$ cat src/rtl/pmc_pkg.sv
package pmc_pkg;

    // Register port geometry.
    localparam int ADDR_W = 2;
    localparam int DATA_W = 8;

    // Register offsets on the plain register port.
    localparam logic [1:0] ADDR_OSC_CTRL = 2'h0;
    localparam logic [1:0] ADDR_TMR_CTRL = 2'h1;
    localparam logic [1:0] ADDR_MODE = 2'h2;

    // Field positions.
    localparam int OSC_IDLE_BIT = 7;
    localparam int OSC_PRI_FLAG_BIT = 3;
    localparam int TMR_SEC_FLAG_BIT = 6;
    localparam int TMR_SEC_EN_BIT = 3;

    // Clock-source select encodings and reset values.
    localparam logic [1:0] SEL_DEFAULT = 2'h0;
    localparam logic [1:0] SEL_SEC = 2'h1;
    localparam logic [1:0] SEL_PRI = 2'h2;
    localparam logic [1:0] SEL_INT = 2'h3;
    localparam logic [1:0] SEL_RESET = 2'h0;
    localparam logic IDLE_RESET = 1'b0;
    localparam logic SEC_EN_RESET = 1'b0;

    // Glitch-free switch pause, in source cycles.
    localparam int OLD_SRC_CYCLES = 2;
    localparam int NEW_SRC_CYCLES = 4;
    localparam int PAUSE_CYCLES = OLD_SRC_CYCLES + NEW_SRC_CYCLES;
    localparam int CNT_W = 3;
    localparam logic [CNT_W-1:0] PAUSE_LOAD = CNT_W'(PAUSE_CYCLES - 1);

    // Pin synchroniser depth.
    localparam int SYNC_STAGES = 3;

    typedef enum logic [1:0] {
        SRC_NONE = 2'b00,
        SRC_PRI = 2'b01,
        SRC_SEC = 2'b10,
        SRC_INT = 2'b11
    } pmc_src_t;

    typedef enum logic [2:0] {
        ST_BOOT = 3'b000,
        ST_RUN = 3'b001,
        ST_WAIT = 3'b010,
        ST_SWITCH = 3'b011,
        ST_IDLE = 3'b100,
        ST_SLEEP = 3'b101,
        ST_WAKE = 3'b110
    } pmc_state_t;

    typedef struct packed {
        logic [ADDR_W-1:0] addr;
        logic [DATA_W-1:0] wdata;
        logic wr;
        logic rd;
    } pmc_bus_t;

    typedef struct packed {
        logic cpu_en;
        logic periph_en;
        pmc_src_t src;
    } pmc_clk_t;

    typedef struct packed {
        logic pri_en;
        logic sec_en;
        logic int_en;
    } pmc_osc_t;

    typedef struct packed {
        logic default_src;
        logic two_speed;
        logic fail_safe;
        logic watchdog;
    } pmc_cfg_t;

endpackage : pmc_pkg

$ cat src/rtl/pmc_pin_sync.sv
`timescale 1ns/1ps
`default_nettype none

module pmc_pin_sync #(
    parameter int W = 2
) (
    input wire logic mclk,
    input wire logic sys_rst,
    input wire logic ce,
    input wire logic [W-1:0] din,
    output logic [W-1:0] dout
);
    import pmc_pkg::*;

    logic [SYNC_STAGES-1:0][W-1:0] stage;
    logic [SYNC_STAGES-1:0][W-1:0] next_stage;
    logic [W-1:0] next_dout;

    ////////////////////////////////////////////////////////////////////////////
    // Shift the pins along; a bit changes only once the last two stages agree.
    always_comb
    begin
        next_stage = {stage[SYNC_STAGES-2:0], din};
        next_dout = dout;
        for (int i = 0; i < W; i++)
        begin
            if (stage[1][i] == stage[2][i])
            begin
                next_dout[i] = stage[2][i];
            end
        end
    end

    // Registers only; the first stage feeds nothing but the second.
    always_ff @(posedge mclk or posedge sys_rst)
    begin
        if (sys_rst)
        begin
            stage <= '0;
            dout <= '0;
        end
        else if (ce)
        begin
            stage <= next_stage;
            dout <= next_dout;
        end
    end

endmodule : pmc_pin_sync

`default_nettype wire

$ cat src/rtl/pmc_switcher.sv
`timescale 1ns/1ps
`default_nettype none

module pmc_switcher (
    input wire logic mclk,
    input wire logic sys_rst,
    input wire logic ce,
    input wire pmc_pkg::pmc_bus_t bus,
    output logic [pmc_pkg::DATA_W-1:0] rdata,
    input wire logic halt_exec,
    input wire logic wake_event,
    input wire pmc_pkg::pmc_cfg_t cfg,
    input wire logic pri_osc_ready_pin,
    input wire logic sec_osc_running_pin,
    output pmc_pkg::pmc_clk_t clk_out,
    output pmc_pkg::pmc_osc_t osc_en,
    output logic primary_ready_flag,
    output logic secondary_active_flag
);
    import pmc_pkg::*;

    logic idle_on_halt;
    logic [1:0] clock_source_select;
    logic secondary_osc_enable;
    logic next_idle_on_halt;
    logic [1:0] next_clock_source_select;
    logic next_secondary_osc_enable;
    logic [DATA_W-1:0] next_rdata;
    pmc_state_t state;
    pmc_state_t next_state;
    pmc_src_t cur_src;
    pmc_src_t next_cur_src;
    pmc_src_t tgt_src;
    pmc_src_t next_tgt_src;
    pmc_src_t want_src;
    logic [CNT_W-1:0] cnt;
    logic [CNT_W-1:0] next_cnt;
    pmc_clk_t next_clk_out;
    pmc_osc_t next_osc_en;
    logic next_primary_ready_flag;
    logic next_secondary_active_flag;
    logic [1:0] osc_sync;
    logic pri_ready;
    logic sec_running;
    logic sec_refused;
    logic pending;
    logic [1:0] osc_armed;
    logic [1:0] next_osc_armed;

    ////////////////////////////////////////////////////////////////////////////
    // Maps a select value onto the oscillator it names.
    function automatic pmc_src_t decode_src(input logic [1:0] sel, input logic dflt);
        pmc_src_t s;
        case (sel)
            SEL_SEC: s = SRC_SEC;
            SEL_PRI: s = SRC_PRI;
            SEL_INT: s = SRC_INT;
            default: s = dflt ? SRC_PRI : SRC_INT;
        endcase
        return s;
    endfunction : decode_src

    // Tells whether an oscillator is stable enough to take over.
    function automatic logic src_ready(input pmc_src_t s, input logic pr, input logic sr);
        logic r;
        case (s)
            SRC_PRI: r = pr;
            SRC_SEC: r = sr;
            SRC_INT: r = 1'b1;
            default: r = 1'b0;
        endcase
        return r;
    endfunction : src_ready

    ////////////////////////////////////////////////////////////////////////////
    // The oscillator status pins come from other clocks, so they are synchronised.
    pmc_pin_sync #(
        .W(2)
    ) u_sync (
        .mclk(mclk),
        .sys_rst(sys_rst),
        .ce(ce),
        .din({pri_osc_ready_pin, sec_osc_running_pin}),
        .dout(osc_sync)
    );

    // Decoded wishes of software.
    assign pri_ready = osc_sync[1] && osc_armed[1];
    assign sec_running = osc_sync[0] && osc_armed[0];
    assign want_src = decode_src(clock_source_select, cfg.default_src);
    assign sec_refused = (want_src == SRC_SEC) && !secondary_osc_enable;
    assign pending = (want_src != cur_src) && !sec_refused;

    ////////////////////////////////////////////////////////////////////////////
    // Register port: writes update software bits, reads answer one cycle later.
    always_comb
    begin
        next_idle_on_halt = idle_on_halt;
        next_clock_source_select = clock_source_select;
        next_secondary_osc_enable = secondary_osc_enable;
        next_rdata = '0;
        if (bus.wr)
        begin
            case (bus.addr)
                ADDR_OSC_CTRL:
                begin
                    next_idle_on_halt = bus.wdata[OSC_IDLE_BIT];
                    next_clock_source_select = bus.wdata[1:0];
                end
                ADDR_TMR_CTRL: next_secondary_osc_enable = bus.wdata[TMR_SEC_EN_BIT];
                default: next_rdata = '0;
            endcase
        end
        if (bus.rd)
        begin
            case (bus.addr)
                ADDR_OSC_CTRL:
                begin
                    next_rdata[OSC_IDLE_BIT] = idle_on_halt;
                    next_rdata[OSC_PRI_FLAG_BIT] = primary_ready_flag;
                    next_rdata[1:0] = clock_source_select;
                end
                ADDR_TMR_CTRL:
                begin
                    next_rdata[TMR_SEC_FLAG_BIT] = secondary_active_flag;
                    next_rdata[TMR_SEC_EN_BIT] = secondary_osc_enable;
                end
                ADDR_MODE: next_rdata = {1'b0, cur_src, 2'h0, state};
                default: next_rdata = '0;
            endcase
        end
    end

    // Hardware never rewrites the select or idle bits, even on wake.
    always_ff @(posedge mclk or posedge sys_rst)
    begin
        if (sys_rst)
        begin
            idle_on_halt <= IDLE_RESET;
            clock_source_select <= SEL_RESET;
            secondary_osc_enable <= SEC_EN_RESET;
            rdata <= '0;
        end
        else if (ce)
        begin
            idle_on_halt <= next_idle_on_halt;
            clock_source_select <= next_clock_source_select;
            secondary_osc_enable <= next_secondary_osc_enable;
            rdata <= next_rdata;
        end
    end

    ////////////////////////////////////////////////////////////////////////////
    // Mode sequencer: run, switch, idle, sleep and wake.
    always_comb
    begin
        next_state = state;
        next_cur_src = cur_src;
        next_tgt_src = tgt_src;
        next_cnt = cnt;
        case (state)
            ST_BOOT:
            begin
                // The source is chosen one edge after reset, from the straps.
                next_cur_src = cfg.two_speed ? SRC_INT : want_src;
                next_state = ST_RUN;
            end
            ST_RUN:
            begin
                if (halt_exec)
                begin
                    if (!idle_on_halt)
                    begin
                        next_state = ST_SLEEP;
                        next_cur_src = SRC_NONE;
                    end
                    else if (want_src == cur_src)
                    begin
                        next_state = ST_IDLE;
                    end
                end
                else if (pending)
                begin
                    // A new select becomes the target at once; the source changes only after the pause, preceded by the wait when it is not yet ready.
                    next_tgt_src = want_src;
                    if (src_ready(want_src, pri_ready, sec_running))
                    begin
                        next_state = ST_SWITCH;
                        next_cnt = PAUSE_LOAD;
                    end
                    else
                    begin
                        next_state = ST_WAIT;
                    end
                end
            end
            ST_WAIT:
            begin
                // Software changed its mind; decide again from run.
                if (want_src != tgt_src)
                begin
                    next_state = ST_RUN;
                end
                else if (src_ready(tgt_src, pri_ready, sec_running))
                begin
                    next_state = ST_SWITCH;
                    next_cnt = PAUSE_LOAD;
                end
            end
            ST_SWITCH:
            begin
                // Clock paused for old plus new source cycles.
                if (cnt == '0)
                begin
                    next_cur_src = tgt_src;
                    next_state = ST_RUN;
                end
                else
                begin
                    next_cnt = cnt - CNT_W'(1);
                end
            end
            ST_IDLE:
            begin
                if (wake_event)
                begin
                    next_state = ST_RUN;
                end
            end
            ST_SLEEP:
            begin
                if (wake_event)
                begin
                    if (cfg.two_speed || cfg.fail_safe)
                    begin
                        next_cur_src = SRC_INT;
                        next_state = ST_RUN;
                    end
                    else
                    begin
                        next_tgt_src = want_src;
                        next_state = ST_WAKE;
                    end
                end
            end
            ST_WAKE:
            begin
                // Unclocked until the selected source is ready.
                if (src_ready(tgt_src, pri_ready, sec_running))
                begin
                    next_cur_src = tgt_src;
                    next_state = ST_RUN;
                end
            end
            default:
            begin
                next_state = ST_BOOT;
            end
        endcase
    end

    // Clock gates, primary and internal oscillator enables and flags follow the next state; the Timer1 enable follows its next register bit.
    always_comb
    begin
        next_clk_out.cpu_en = (next_state == ST_RUN)
            || (next_state == ST_WAIT && next_tgt_src != SRC_SEC);
        next_clk_out.periph_en = next_clk_out.cpu_en || (next_state == ST_IDLE);
        next_clk_out.src = next_clk_out.periph_en ? next_cur_src : SRC_NONE;
        next_osc_en.pri_en = (next_cur_src == SRC_PRI)
            || ((next_state == ST_WAIT || next_state == ST_SWITCH || next_state == ST_WAKE)
            && next_tgt_src == SRC_PRI);
        next_osc_en.sec_en = next_secondary_osc_enable;
        next_osc_en.int_en = (next_cur_src == SRC_INT) || (next_state == ST_BOOT)
            || ((next_state == ST_WAIT || next_state == ST_SWITCH) && next_tgt_src == SRC_INT)
            || cfg.watchdog || cfg.fail_safe;
        next_primary_ready_flag = (next_cur_src == SRC_PRI);
        next_secondary_active_flag = (next_cur_src == SRC_SEC);
        // A ready level counts only once seen low since the enable rose, so a stale synchroniser level is ignored.
        next_osc_armed = {osc_en.pri_en, osc_en.sec_en} & (osc_armed | ~osc_sync);
    end

    // Sequencer and output registers.
    always_ff @(posedge mclk or posedge sys_rst)
    begin
        if (sys_rst)
        begin
            state <= ST_BOOT;
            cur_src <= SRC_NONE;
            tgt_src <= SRC_NONE;
            cnt <= '0;
            clk_out <= '0;
            osc_en <= '0;
            primary_ready_flag <= 1'b0;
            secondary_active_flag <= 1'b0;
            osc_armed <= '0;
        end
        else if (ce)
        begin
            state <= next_state;
            cur_src <= next_cur_src;
            tgt_src <= next_tgt_src;
            cnt <= next_cnt;
            clk_out <= next_clk_out;
            osc_en <= next_osc_en;
            primary_ready_flag <= next_primary_ready_flag;
            secondary_active_flag <= next_secondary_active_flag;
            osc_armed <= next_osc_armed;
        end
    end
endmodule : pmc_switcher

`default_nettype wire

$ cat config.mk
export PLATFORM = sky130hd
export DESIGN_NAME = pmc_switcher
export DESIGN_NICKNAME = d
export VERILOG_FILES = /design/src/rtl/pmc_pkg.sv /design/src/rtl/pmc_pin_sync.sv /design/src/rtl/pmc_switcher.sv
export SDC_FILE = /design/constraint.sdc
export NUM_CORES = 1
export LEC_CHECK = 0
export ABC_AREA = 1
export BUFFER_PORTS_ARGS = -buffer_cell sky130_fd_sc_hd__buf_2
export CORE_MARGIN = 1
export CORE_UTILIZATION = 60
export DETAILED_ROUTE_END_ITERATION = 12
export GPL_ROUTABILITY_DRIVEN = 0
export PLACE_DENSITY = 0.89
export SYNTH_ARGS = -nofsm -noshare
export SYNTH_HDL_FRONTEND = slang
export SYNTH_SLANG_ARGS = --single-unit
$ cat constraint.sdc
create_clock -name mclk -period 3.9 [get_ports mclk]
set_input_delay 0.195 -clock mclk [delete_from_list [all_inputs] [get_ports mclk]]
set_output_delay 0.195 -clock mclk [all_outputs]
set_load 0.01 [all_outputs]
After elaboration in Yosys (flattened, before gate mapping) --
Cells that the tools add are included.
Cells by class: reduce and logical (&&, ||, !) cells 29, multipliers 0, mux-type cells 53, equality and inequality tests 39, $lt $le $gt $ge 0, bitwise gates (word level) 3, shift operators 0, divide/modulo/power cells 0, add/subtract/negate cells 1
Operators by type and width (number):
- 3-bit 2-to-1 mux | 17
- 2-bit 2-to-1 mux | 14
- 3-bit case mux with 7 select lines | 1
- 2-bit equality test (second input constant) | 10
- 3-bit equality test (second input constant) | 5
- 2-bit inequality test (second input constant) | 7
- 2-bit by 1-bit equality test with 1-bit output (second input constant) | 6
- 3-bit by 2-bit equality test with 1-bit output (second input constant) | 4
- 1-bit 2-to-1 mux | 11
- 1-bit logical OR | 10
- 2-bit case mux with 5 select lines | 1
- 3-bit logical NOT | 3
- 3-bit case mux with 3 select lines | 1
- 8-bit 2-to-1 mux | 1
- 2-bit case mux with 2 select lines | 2
- 8-bit AND reduction | 1
- 1-bit logical AND | 7
- 3-bit by 1-bit equality test with 1-bit output (second input constant) | 2
- 1-bit case mux with 3 select lines | 2
- 2-bit case mux with 3 select lines | 1
- 3-bit AND reduction | 2
- 2-bit inequality test | 2
- 1-bit case mux with 2 select lines | 2
- 2-bit AND reduction | 2
- other kinds (9) | 11
Word-level totals: input port bits 23, word-level logic and storage cells 146, output and inout bits 17, RAM bits 0, flip-flop bits (word level) 40, latch bits 0, memory bits (read-only) 0, memories 0

Longest topological paths before layout --
word-level depth 19, gate-level depth with buffers 15, gate-level depth less buffers 15

Hierarchy --
Synthesis repeated with hierarchy kept, for this count alone.
Second synthesis, totals: cell total of the unflattened synthesis 327, area, all modules 2374.8 sq um
By module, submodules not included:
- pmc_switcher | cells an instance 287, seq. area each 775.7 sq um, area an instance 2026.9 sq um, instances 1
- pmc_pin_sync | cells an instance 40, seq. area each 200.2 sq um, area an instance 347.8 sq um, instances 1

Worst setup path before layout --
OpenSTA, ideal clock, no wires.
path type flip-flop to flip-flop, from reg clock_source_select[1], to reg clk_out[0] in the netlist's numbering, required time 3.777 ns, period minus slack after synthesis 1.568 ns, path buffers 0, cell stages (with the launch flop) 15, arrival 1.445 ns, setup time 0.123 ns, path slack 2.332 ns, cell sequence dfrtp_1 inv_2 nand2_4 nand2_2 inv_1 nand2_1 nand3_1 o21ai_1 nand2_1 inv_2 nand2_2 a21oi_1 nand2_1 nand2_2 a21oi_1
On the way: cells in the longest elaborated chain, start to end 16, elaborated cells on any way between the ends 39, classes of those cells eq/ne: 13; mux: 20; reduce/logical: 6
RTL lines:
- from (decl) | line pmc_switcher.sv:23 | logic [1:0] clock_source_select;
- from (signal assigned) | line pmc_switcher.sv:147 | clock_source_select <= next_clock_source_select;
- 2-bit equality test / 2-bit by 1-bit equality test with 1-bit output (equally long branches) | line pmc_switcher.sv:54 | case (sel)
- 2-bit case mux with 3 select lines * | line pmc_switcher.sv:54
- 2-bit equality test, or another cell as far along | line pmc_switcher.sv:66 | case (s)
- 1-bit case mux with 3 select lines | line pmc_switcher.sv:66
- 1-bit 2-to-1 mux | line pmc_switcher.sv:182 | else if (pending)
- 1-bit 2-to-1 mux | line pmc_switcher.sv:170 | if (halt_exec)
- 1-bit 2-to-1 mux | line pmc_switcher.sv:161 | case (state)
- 1-bit 2-to-1 mux | line pmc_switcher.sv:186 | if (src_ready(want_src, pri_ready, sec_running))
- 3-bit 2-to-1 mux | line pmc_switcher.sv:182
- 3-bit 2-to-1 mux | line pmc_switcher.sv:170
- 3-bit case mux with 7 select lines | line pmc_switcher.sv:161
- 3-bit by 2-bit equality test with 1-bit output | line pmc_switcher.sv:266 | || (next_state == ST_WAIT && next_tgt_src != SRC_SEC);
- 1-bit logical AND | line pmc_switcher.sv:266
- 1-bit logical OR | line pmc_switcher.sv:266
- 1-bit logical OR | line pmc_switcher.sv:267 | next_clk_out.periph_en = next_clk_out.cpu_en || (next_state == ST_IDLE);
- 2-bit 2-to-1 mux * | line pmc_switcher.sv:268 | next_clk_out.src = next_clk_out.periph_en ? next_cur_src : SRC_NONE;
- to (signal assigned) | line pmc_switcher.sv:303 | clk_out <= next_clk_out;
- to (decl) | line pmc_switcher.sv:15 | output pmc_pkg::pmc_clk_t clk_out,
Mark *: on every way between the ends. The rest lies on a longest branch, timed or not. The select of a mux whose other input is x is not followed. A chain may end at the register's enable or synchronous reset.

Worst setup path in the final report --
from reg state[2], to reg osc_en[2] in the netlist's numbering
On the way: cells in the longest elaborated chain, start to end 9, elaborated cells on any way between the ends 29, classes of those cells eq/ne: 11; mux: 13; reduce/logical: 5
RTL lines:
- from (decl) | line pmc_switcher.sv:29 | pmc_state_t state;
- from (signal assigned) | line pmc_switcher.sv:299 | state <= next_state;
- 3-bit 2-to-1 mux | line pmc_switcher.sv:177 | else if (want_src == cur_src)
- 3-bit 2-to-1 mux | line pmc_switcher.sv:172 | if (!idle_on_halt)
- 3-bit 2-to-1 mux | line pmc_switcher.sv:170
- 3-bit case mux with 7 select lines | line pmc_switcher.sv:161
- 3-bit by 2-bit equality test with 1-bit output | line pmc_switcher.sv:270 | || ((next_state == ST_WAIT || next_state == ST_SWITCH || next_state == ST_WAKE)
- 1-bit logical OR (2 in a row) | line pmc_switcher.sv:270
- 1-bit logical AND | line pmc_switcher.sv:271 | && next_tgt_src == SRC_PRI);
- 1-bit logical OR * | line pmc_switcher.sv:270
- to (signal assigned) | line pmc_switcher.sv:304 | osc_en <= next_osc_en;
- to (decl) | line pmc_switcher.sv:16 | output pmc_pkg::pmc_osc_t osc_en,
Mark *: on every way between the ends. The rest lies on a longest branch, timed or not.

==> flow_summary_export.csv <==
group,metric,value,unit
floorplan,io_pins,40,
setup_path,critPathRequiredTime,4.07,ns
global_route,grt_pass1_vias,2033,
logic_synthesis,synth_seq_cells,39,
setup_path,path_max_fanout,7,
logic_synthesis,syn_avg_cell_area,7.61,µm²
global_route,antenna_found_initial,0,
global_route,grt_overflow,0,
layout,nNetsFinal,370,
worst_hold_path,hp-class,"in -> async",
drt,dr.pass1.iters,5,
global_route,grt_pass1_wl,9.39,mm
timing,skew,0.00967,ns
cts,clkSinkCount,39,
cts,h-tree-depth,2,
placed_design,placed_area,2540,µm²
logic_synthesis,yosysTopAreaCellShare,41.9,%
pwr,p_switching,0.000803,W
floorplan,die_h,64.3,µm
pwr,peakVddDrop,0.420,mV
floorplan,fp.dieW,64.3,µm
cts,cts_buffers,5,
pwr,pwr-share-clk,19.3,%
logic_synthesis,yosysWarnings,0,
timing,slew_headroom,65.0,%
cts,cts_buffer_depth,2,
cts,postCtsSetupBuffers,0,
global_route,grt_use_total,29.8,%
cts,cts_root_buf,"clkbuf_8",
logic_synthesis,syn_nets,334,
setup_path,crit_arrival,2.06,ns
logic_synthesis,yosysSeqAreaShare,41.9,%
timing,hold_viol,6,
drt,wl_per_cell,13.7,µm
drt,ant_nets,0,
job,max_cap_violations,0,
drt,drt-initial-drc-count,195,
setup_path,endpoint_kind,"flip-flop",
pwr,p_total,0.00180,W
placed_design,io_buffers,34,
floorplan,dieArea,4130,µm²
logic_synthesis,syn_area,2330,µm²
global_route,grt_max_degree,40,
logic_synthesis,synthTopCellsByArea,"dfrtp_1, nand2_1, inv_1",
pwr,comb_power_share,46.0,%
floorplan,core_region_area,3690,µm²
drt,vias,2185,
timing,timing.hold.ws,-0.00868,ns
timing,post-route-period-util,48.5,%
floorplan,initial_utilization,63.1,%
timing,rsz0062_at_grt,"no",
placed_design,dp_hpwl,3.99,mm
layout,area_delta_synth_final,14.1,%
logic_synthesis,synth_top_area_cell,"dfrtp_1",
pwr,powerDensity,679,nW/µm²
logic_synthesis,ys_types,35,
timing,tns,0,ns
drt,drc,0,
floorplan,rows,22,
run_status,status,"finished, violations left",
cts,worstSkewPairLatency,0.30,ns
timing,fin_crit,1.89,ns
timing,max_clock_freq,0.529,GHz
timing,finalSetupViolCount,0,
pwr,leakage,1.40,nW
timing,tightestPinTransition,0.525,ns
layout,stdcell_area,2660,µm²
cts,cts_tree,"done",
drt,viasPerCell,5.59,
setup_path,critPathLaunchType,"flip-flop",
pwr,p_sw_share,44.5,%
logic_synthesis,postSynthCellCount,306,
cts,postCtsHoldBufs,0,
run_status,violations,"hold timing",
setup_path,critical_path_class,"reg -> reg",
timing,drv_slew,0,
pwr,intPower,0.00100,W
pwr,seq_power_share,34.8,%
cts,clk_pin_slew,0.08,ns
layout,antenna_cells,0,
drt,totalWireLength,5.37,mm
cts,cts_resized,0,
layout,drive_gt1_share,22.4,%
[sequential cells by signal, summed over array words and instances, names as in the netlist]
register / flops
idle_on_halt: 1
clock_source_select: 2
cnt: 3
primary_ready_flag: 1
tgt_src: 2
u_sync.dout: 2
osc_armed: 2
u_sync.stage: 2
secondary_active_flag: 1
state: 3
cur_src: 2
clk_out: 4
u_sync.next_stage: 4
osc_en: 3
rdata: 7
[metal layers]
layer	track usage [%]	part of all wire (%)	vias to the layer above
met5	0	0	-
met4	11.1	0.88	0
met3	5.36	6.9	5
met2	48.4	50	85
met1	39.6	42	1028
li1	-	-	1067
[cell families (layout without fill, tap and decap cells)]
logic type	count (synthesis)	after routing	synth area share (%)
flops	39	39	41.9
fa+ha+maj	5	5	2.69
compound gates	56	56	13.7
buf+inv	47	84	8.01
other cells	1	1	0.161
xor+xnor	1	1	0.376
simple gates	157	157	33.2
[worst paths after layout]
kind,startpoint,end,slack (ns),depth (start not counted)
setup / recovery,state[2],osc_en[2],2.01,10
max in group asynchronous,sys_rst,clk_out[0],3.56,3
setup reg to reg,state[2],osc_en[2],2.01,10
hold / removal,sys_rst,u_sync.next_stage[2],-0.009,3
min in group mclk,pri_osc_ready_pin,u_sync.next_stage[3],0.10,3
hold reg to reg,u_sync.next_stage[5],u_sync.next_stage[5],0.48,2
[critical path: stages (launching register included)]
cell and delay, ns:
dfrtp_1 0.48, inv_4 0.18, nand3_2 0.15, inv_2 0.09, nand3_1 0.10, nand2_1 0.12
nand2_1 0.07, nand4_1 0.11, nand2_1 0.11, o21ai_1 0.23, a22oi_1 0.12
[cell type report]
class	count	area [µm²]
repair buffers	36	185
clock inverters	3	47.5
multi-input cells	220	1170
fillers	294	1030
clock buffers	5	68.8
well taps	48	60.1
flip-flops and latches	39	976
inverters	40	153
[cells in the final DEF, fill, tap and decap left out, drive strengths merged]
| master | instances |
|---|---|
| o31ai | 7 |
| dfrtp | 39 |
| o21ai | 21 |
| bufinv | 1 |
| ha | 5 |
| a21oi | 20 |
| and2 | 1 |
| o21bai | 2 |
| nand4 | 8 |
| clkbuf | 5 |
| a22oi | 2 |
| clkinv | 3 |
| o211ai | 2 |
| o311ai | 1 |
| a21boi | 1 |
| buf | 36 |
| nor3 | 3 |
| nand3 | 23 |
| nor2 | 26 |
| nand2 | 94 |
| conb | 1 |
| or2 | 1 |
| xor2 | 1 |
| inv | 39 |
| nand3b | 1 |
[cells in the mapped netlist]
cell      count
a21boi_0      1
a21oi_1      20
a22oi_1       2
and2_1        1
buf_1         1
buf_4         2
clkbuf_1      4
clkinv_1      2
conb_1        1
dfrtp_1      39
ha_1          5
inv_1        30
inv_2         7
inv_4         1
nand2_1      83
nand2_2       7
nand2_4       4
nand3_1      17
nand3_2       5
nand3_4       1
nand3b_1      1
nand4_1       7
nand4_2       1
nor2_1       20
nor2_2        3
nor2_4        3
nor3_1        3
o211ai_1      2
o21ai_0      18
o21ai_1       3
o21bai_1      2
o311ai_0      1
o31ai_1       7
or2_2         1
xor2_1        1
[power groups by stage]
stage	Sequential [W]	Combinational [W]	Clock (W)
finish	0.000627	0.000829	0.000347
global route	0.000644	0.000942	0.000368
CTS	0.000626	0.000822	0.000352
detailed placement	0.000631	0.000814	0
global placement	0.000626	0.000791	0
floorplan	0.000633	0.000599	0
[per-stage QoR]
step                      setup slack [ns]  utilization, %  hold WS (ns)  instances
after floorplan                       2.33               -         0.312        306
after global placement                2.07            68.9         0.328        383
after detailed placement              2.02            68.9         0.337        383
after CTS                             2.03            72.0        0.0102        391
after global routing                  1.85            72.0        0.0340        391
final                                 2.01            72.0      -0.00868        391
Power figures use the tool's default switching activity.
